`config.mk`:
```
export PLATFORM = sky130hd
export DESIGN_NAME = ptd_port_three
export DESIGN_NICKNAME = d
export VERILOG_FILES = /design/src/hw/ptd_pkg.sv /design/src/hw/ptd_port_three.sv /design/src/hw/ptd_read_mux.sv /design/src/hw/ptd_sync.sv
export SDC_FILE = /design/constraint.sdc
export NUM_CORES = 1
export LEC_CHECK = 0
export ABC_AREA = 1
export BUFFER_PORTS_ARGS = -buffer_cell sky130_fd_sc_hd__buf_2
export CAP_MARGIN = 5
export CORE_UTILIZATION = 41
export CTS_BUF_LIST = sky130_fd_sc_hd__clkbuf_16
export DETAILED_ROUTE_END_ITERATION = 16
export PLACE_DENSITY = 0.74
export SYNTH_ARGS = -nofsm -noshare
export SYNTH_HDL_FRONTEND = slang
export SYNTH_SLANG_ARGS = --single-unit
```
`constraint.sdc`:
```
create_clock -name clk -period 0.9 [get_ports clk]
set_input_delay 0.09 -clock clk [delete_from_list [all_inputs] [get_ports clk]]
set_output_delay 0.09 -clock clk [all_outputs]
set_load 0.005 [all_outputs]
```
`src/hw/ptd_pkg.sv`:
```
// Contract
// - register at banked 03h and linear 003h
// - stop-mode recovery leaves register contents unchanged
// - bit 6 drives pin unless timer-one owns
// - bit 5 drives pin unless timer-two owns
// - bit 4 blocked by comparator or timer-zero
// - writes to bits 3..0 ignored
// - bit 3 pin, or stop-recovery status inverted
// - bit 2 pin or comparator-two output
// - bit 1 pin, comparator-one or amplifier
// - bit 0 pin, or one in analog
// - amplifier enable replaces comparator one
// - analog select turns low pins analog
package ptd_pkg;
   localparam logic [7:0] PTD_BANK_ADDR   = 8'h03;
   localparam logic [11:0] PTD_LINEAR_ADDR = 12'h003;
   localparam logic [3:0] PTD_OUT_RESET   = 4'h0;
   localparam logic [1:0] PTD_T1_COMBINED = 2'h1;
   localparam int PTD_BANK_MAX = 3;

   // one-hot address window selecting how the bus address is decoded
   typedef enum logic [1:0] {
      PTD_MODE_BANKED = 2'b01,
      PTD_MODE_LINEAR = 2'b10
   } ptd_amode_t;

   // select signals taken over from neighbouring control registers
   typedef struct packed {
      logic [1:0] timerOneMode;   // timer_one_control[7:6]
      logic       timerTwoOut;    // timer_two_control[0]
      logic       timerZeroOut;   // timer_zero_control[0]
      logic       compTwoOut;     // comparator_control[0]
      logic       ampEnable;      // port_mode_select[2]
      logic       analogMode;     // port_mode_select[1]
      logic       stopRecFour;    // stop_recovery_four[4]
   } ptd_sel_t;

   // alternate-function sources for the pins and read bits
   typedef struct packed {
      logic timerCombined;
      logic timerSixteen;
      logic timerEight;
      logic compOne;
      logic compTwo;
      logic irAmp;
      logic stopCond;
   } ptd_alt_t;
endpackage

```
`src/hw/ptd_port_three.sv`:
```
`timescale 1ns/1ps
// port three data register: output latch for pins 7..4, status readback
module ptd_port_three #(
   parameter int ADDR_W = 12
) (
   input  wire logic              clk,
   input  wire logic              resetn,
   input  wire logic [ADDR_W-1:0] busAddr,
   input  wire logic              linearAccess,
   input  wire logic [7:0]        busWdata,
   input  wire logic              busWrite,
   input  wire logic              busRead,
   output logic      [7:0]        busRdata,
   input  wire ptd_pkg::ptd_sel_t selIn,
   input  wire ptd_pkg::ptd_alt_t altIn,
   input  wire logic [3:0]        pinIn,
   input  wire logic              stopRecovery,
   output logic      [3:0]        pinOut
);
   import ptd_pkg::*;

   logic [3:0]   outLatch_reg;
   logic [3:0]   outLatch_next;
   logic [3:0]   pinOut_next;
   logic [3:0]   pinSync;
   logic [3:0]   lowNibble;
   logic [7:0]   analogSync;
   logic         hit;
   ptd_amode_t   amode;
   ptd_sel_t     sel;
   ptd_alt_t     alt;

   // pins cross in through two flops before any logic looks at them
   ptd_sync #(
      .WIDTH(4)
   ) u_pin_sync (
      .clk     (clk),
      .resetn  (resetn),
      .asyncIn (pinIn),
      .syncOut (pinSync)
   );

   // analog comparator and amplifier outputs are asynchronous too
   ptd_sync #(
      .WIDTH(8)
   ) u_alt_sync (
      .clk     (clk),
      .resetn  (resetn),
      .asyncIn ({altIn.compOne, altIn.compTwo, altIn.irAmp, altIn.stopCond,
                 altIn.timerCombined, altIn.timerSixteen, altIn.timerEight, 1'b0}),
      .syncOut (analogSync)
   );

   // selects come from same-clock registers and need no synchroniser
   assign sel = selIn;
   always_comb begin
      alt               = altIn;
      alt.compOne       = analogSync[7];
      alt.compTwo       = analogSync[6];
      alt.irAmp         = analogSync[5];
      alt.stopCond      = analogSync[4];
      alt.timerCombined = analogSync[3];
      alt.timerSixteen  = analogSync[2];
      alt.timerEight    = analogSync[1];
   end

   // address decode: banked window in banks 0..3, or the linear address
   assign amode = linearAccess ? PTD_MODE_LINEAR : PTD_MODE_BANKED;
   always_comb begin
      case (amode)
         PTD_MODE_BANKED: hit = (busAddr[7:0] == PTD_BANK_ADDR) &&
                                (int'(busAddr[ADDR_W-1:8]) <= PTD_BANK_MAX);
         PTD_MODE_LINEAR: hit = (busAddr == PTD_LINEAR_ADDR);
         default:         hit = 1'b0;
      endcase
   end

   // the latch keeps its value across stop recovery; only resetn clears it
   always_comb begin
      outLatch_next = outLatch_reg;
      if (busWrite && hit) begin
         outLatch_next = busWdata[7:4];  // bits 3..0 dropped
      end
   end

   always_ff @(posedge clk) begin
      if (!resetn) begin
         outLatch_reg <= PTD_OUT_RESET;
      end else begin
         outLatch_reg <= outLatch_next;  // stopRecovery deliberately unused here
      end
   end

   // pin drive: alternate functions override, latch still holds the write
   always_comb begin
      pinOut_next[3] = outLatch_reg[3];
      pinOut_next[2] = (sel.timerOneMode == PTD_T1_COMBINED) ?
                       alt.timerCombined : outLatch_reg[2];
      pinOut_next[1] = sel.timerTwoOut ? alt.timerSixteen : outLatch_reg[1];
      if (sel.compTwoOut) begin
         pinOut_next[0] = alt.compTwo;
      end else if (sel.timerZeroOut) begin
         pinOut_next[0] = alt.timerEight;
      end else begin
         pinOut_next[0] = outLatch_reg[0];
      end
   end

   always_ff @(posedge clk) begin
      if (!resetn) begin
         pinOut <= PTD_OUT_RESET;
      end else begin
         pinOut <= pinOut_next;
      end
   end

   ptd_read_mux u_read_mux (
      .analogMode  (sel.analogMode),
      .ampEnable   (sel.ampEnable),
      .stopRecFour (sel.stopRecFour),
      .pinLevel    (pinSync),
      .compOne     (alt.compOne),
      .compTwo     (alt.compTwo),
      .irAmp       (alt.irAmp),
      .stopCond    (alt.stopCond),
      .lowNibble   (lowNibble)
   );

   // read data valid the cycle after the strobe; zero otherwise
   always_ff @(posedge clk) begin
      if (!resetn) begin
         busRdata <= 8'h00;
      end else if (busRead && hit) begin
         busRdata <= {outLatch_reg, lowNibble};  // last written value
      end else begin
         busRdata <= 8'h00;
      end
   end
endmodule

```
`src/hw/ptd_read_mux.sv`:
```
`timescale 1ns/1ps
// selects the low nibble of the readback from pins or analog status
module ptd_read_mux
   import ptd_pkg::*;
(
   input  wire logic             analogMode,
   input  wire logic             ampEnable,
   input  wire logic             stopRecFour,
   input  wire logic [3:0]       pinLevel,
   input  wire logic             compOne,
   input  wire logic             compTwo,
   input  wire logic             irAmp,
   input  wire logic             stopCond,
   output logic      [3:0]       lowNibble
);
   // bits 3..1 choose between digital pin and analog source, bit 0 between pin and a constant one
   always_comb begin
      if (analogMode || stopRecFour) begin
         lowNibble[3] = ~stopCond;                    // 0 means condition present
      end else begin
         lowNibble[3] = pinLevel[3];
      end
      lowNibble[2] = analogMode ? compTwo : pinLevel[2];
      case ({ampEnable, analogMode})
         2'b00:   lowNibble[1] = pinLevel[1];
         2'b01:   lowNibble[1] = compOne;
         default: lowNibble[1] = irAmp;
      endcase
      lowNibble[0] = analogMode ? 1'b1 : pinLevel[0];
   end
endmodule

```
`src/hw/ptd_sync.sv`:
```
`timescale 1ns/1ps
// two-flop synchroniser, one per bit
module ptd_sync #(
   parameter int WIDTH = 4
) (
   input  wire logic             clk,
   input  wire logic             resetn,
   input  wire logic [WIDTH-1:0] asyncIn,
   output logic      [WIDTH-1:0] syncOut
);
   logic [WIDTH-1:0] stageOne_reg;

   // first stage feeds only the second
   always_ff @(posedge clk) begin
      if (!resetn) begin
         stageOne_reg <= '0;
         syncOut      <= '0;
      end else begin
         stageOne_reg <= asyncIn;
         syncOut      <= stageOne_reg;
      end
   end
endmodule

```
==> impl_metrics.toml <==
[finish]
fin_area_um2 = 1789
nets = 271
antennaDiodeCount = 0
final_layout_size_suffix_gt1_share_pct = 28.44
largest_reg_flops = 8
syn2layout_area_growth_pct = 38.84

[setup_path]
r2r_end = "busRdata[1]$_SDFF_PN0_"
worstPathArrival_ns = 0.71
critical_path.cell_chain = "buf_2"
slowest_delay_ns = 0.33
crit_path_max_fanout = 1
crit_buf_inv = 1
r2r_cells = 4
r2r-start = "u_alt_sync.syncOut[7]$_SDFF_PN0_"
crit_path_start_kind = "flop"
worstPathRequired_ns = 0.81
slowest_stage = "dfxtp_1"
crit_family = "flip-flops"
path_class = "reg -> out"
r2r_slack_ns = 0.14
setup.worst_path.end_class = "primary output"

[worst_hold_path]
worstHoldStart = "altIn[0]"
holdPathEnd = "u_alt_sync.stageOne_reg[4]$_SDFF_PN0_"
min_path_type = "in -> reg"
holdPathStages = 3

[routing]
route.detailed.drc = 3
postRouteAntennaNets = 0
via_count = 1095
drt-met1-wl_um = 957
first_iter_violations = 26
wl_per_cell_um = 8.824
highest_layer = "met4"
routed-wl-met2_mm = 1.239
route.met3.wl_um = 150
dr.pass1.iters = 12
vias_per_cell = 4.101
routed_wl_mm = 2.356

[flow_run]
maxCapViolCount = 0

[clock_network]
clock-sinks = 38
cts_tree = "done"
cts_made_buffers = 5
htreeDepth = 2
post_cts_buffers = 0
worstSkewPairLatency_ns = 0.27
clk_pin_slew_ns = 0.05
cts_buffer_depth = 2
cts_root_buffer = "clkbuf_16"

[yosys]
synth_area_um2 = 1289
syn_inst = 163
syn_nets = 208
synth.yosys.warnings = 0
yosysSeqAreaShare_pct = 59.03
avgSynthCellArea_um2 = 7.906
ys_ff_latch = 38
synth_cell_types = 13

[floorplanning]
die_height_um = 58.07
core_um2 = 2877
io_pins = 57
die_w_um = 58.07
rows = 19
dieArea_um2 = 3372
start_util_pct = 44.80

[timing]
slew_viol_final = 0
whs_ns = 0.006638
grt_setup_unrepaired = "no"
hold_viol_final = 0
fin_crit_ns = 0.8004
max_freq_ghz = 1.249
fin_setup_tns_ns = 0
tightest_slew_ns = 0.2038
setup_violations = 0
post-route-period-util_pct = 88.93
clock_skew_ns = 0.004229
max_slew_margin_pct = 86.37

[status]
status = "finished with violations"
failed_checks = "design-rule violations"

[power_and_ir_drop]
leakage_nw = 1.045
ir_drop_v = 0.001434
powerDensity_nw_per_um2 = 1965

[global_routing]
grt_max_degree = 14
grt_pass1_vias = 962
grt_overflow = 0
antenna_found_initial = 0
grt_util_all_layers_pct = 15.95
grt_pass1_wl_mm = 3.953

[place]
dp_hpwl_mm = 1.593
post_dp_cell_area_um2 = 1605
place.gp.congestion = 0.7373
portBuffers = 51
-- stage by stage --
step	std cells	worst slack (ns)	total power, mW	util (%)
6_report	267	0.09965	3.516	62.20
5_1_grt	267	0.001661	3.672	62.20
4_1_cts	267	0.08069	3.555	62.03
3_5_place_dp	256	-0.1893	1.990	55.81
3_3_place_gp	256	-0.1430	1.983	55.81
2_1_floorplan	163	0.06183	1.873	-
-- cells by family after synthesis --
kind of cell / Yosys count / share of synthesized area (%)
simple gates: 68 / 23.01
flops: 38 / 59.03
buf+inv: 46 / 13.59
compound gates: 11 / 4.369
-- routing by layer --
layer | vias up | GRT usage (%)
li1 | 592 | -
met1 | 472 | 16.43
met2 | 29 | 28.24
met3 | 2 | 7.143
met4 | 0 | 6.122
met5 | - | 0
-- synth_stat cells --
cell	n	area share, %
inv_1	43	13
dfxtp_1	38	59
nand2_1	38	11
nor2_1	21	6.1
a21oi_1	5	1.9
o21ai_0	5	1.9
nand4_1	4	1.9
nor2_2	3	1.5
buf_2	2	0.78
a31oi_1	1	0.49
clkbuf_1	1	0.29
nand3_2	1	0.78
nand4_4	1	1.7
-- worst max path at each step --
| stage | to | slack (ns) | depth (start not counted) | from |
|---|---|---|---|---|
| floorplan | outLatch_reg[0]$_SDFFE_PN0P_ | 0.06 | 7 | busAddr[11] |
| global placement | busRdata[2]$_SDFF_PN0_ | -0.14 | 6 | busAddr[11] |
| detailed placement | busRdata[2]$_SDFF_PN0_ | -0.19 | 6 | busAddr[11] |
| CTS | busRdata[1] | 0.08 | 1 | busRdata[1]$_SDFF_PN0_ |
| global route | pinOut[0]$_SDFF_PN0_ | 0.002 | 4 | outLatch_reg[0]$_SDFFE_PN0P_ |
| finish | busRdata[1] | 0.1 | 1 | busRdata[1]$_SDFF_PN0_ |
-- power by group --
| group | switching [mW] | internal (mW) |
|---|---|---|
| Sequential | 0.0125 | 1.74 |
| Clock | 0.558 | 0.981 |
| Combinational | 0.109 | 0.119 |
| Total | 0.679 | 2.84 |
-- cells in the final DEF, fill, tap and decap left out --
cell           count
nand3_2            1
nand4_1            4
nand4_4            1
nor2_1            21
a31oi_1            1
dlygate4sd3_1      5
buf_2             51
inv_1             43
nor2_2             2
a21oi_1            5
clkinv_1           1
nor2_4             1
o21ai_0            4
nand2_1           38
buf_4              3
dfxtp_1           38
o21ai_1            1
clkbuf_16          5
-- area by class of cell --
class	instances	area, um^2
inverters	43	161.4
repair buffers	59	327.8
fillers	263	1087
multi-input cells	79	357.8
clock inverters	1	3.754
flip-flops and latches	38	760.7
clock buffers	5	125.1
well taps	42	52.55
-- repair_timing --
action / 4_1_cts / 5_1_grt
resized for setup: 0 / 2
hold buffers: 5 / 0
setup endpoints to repair: 0 / 6
endpoints found under the hold margin: 5 / 0
No activity file was read; power rests on OpenSTA's default activity.
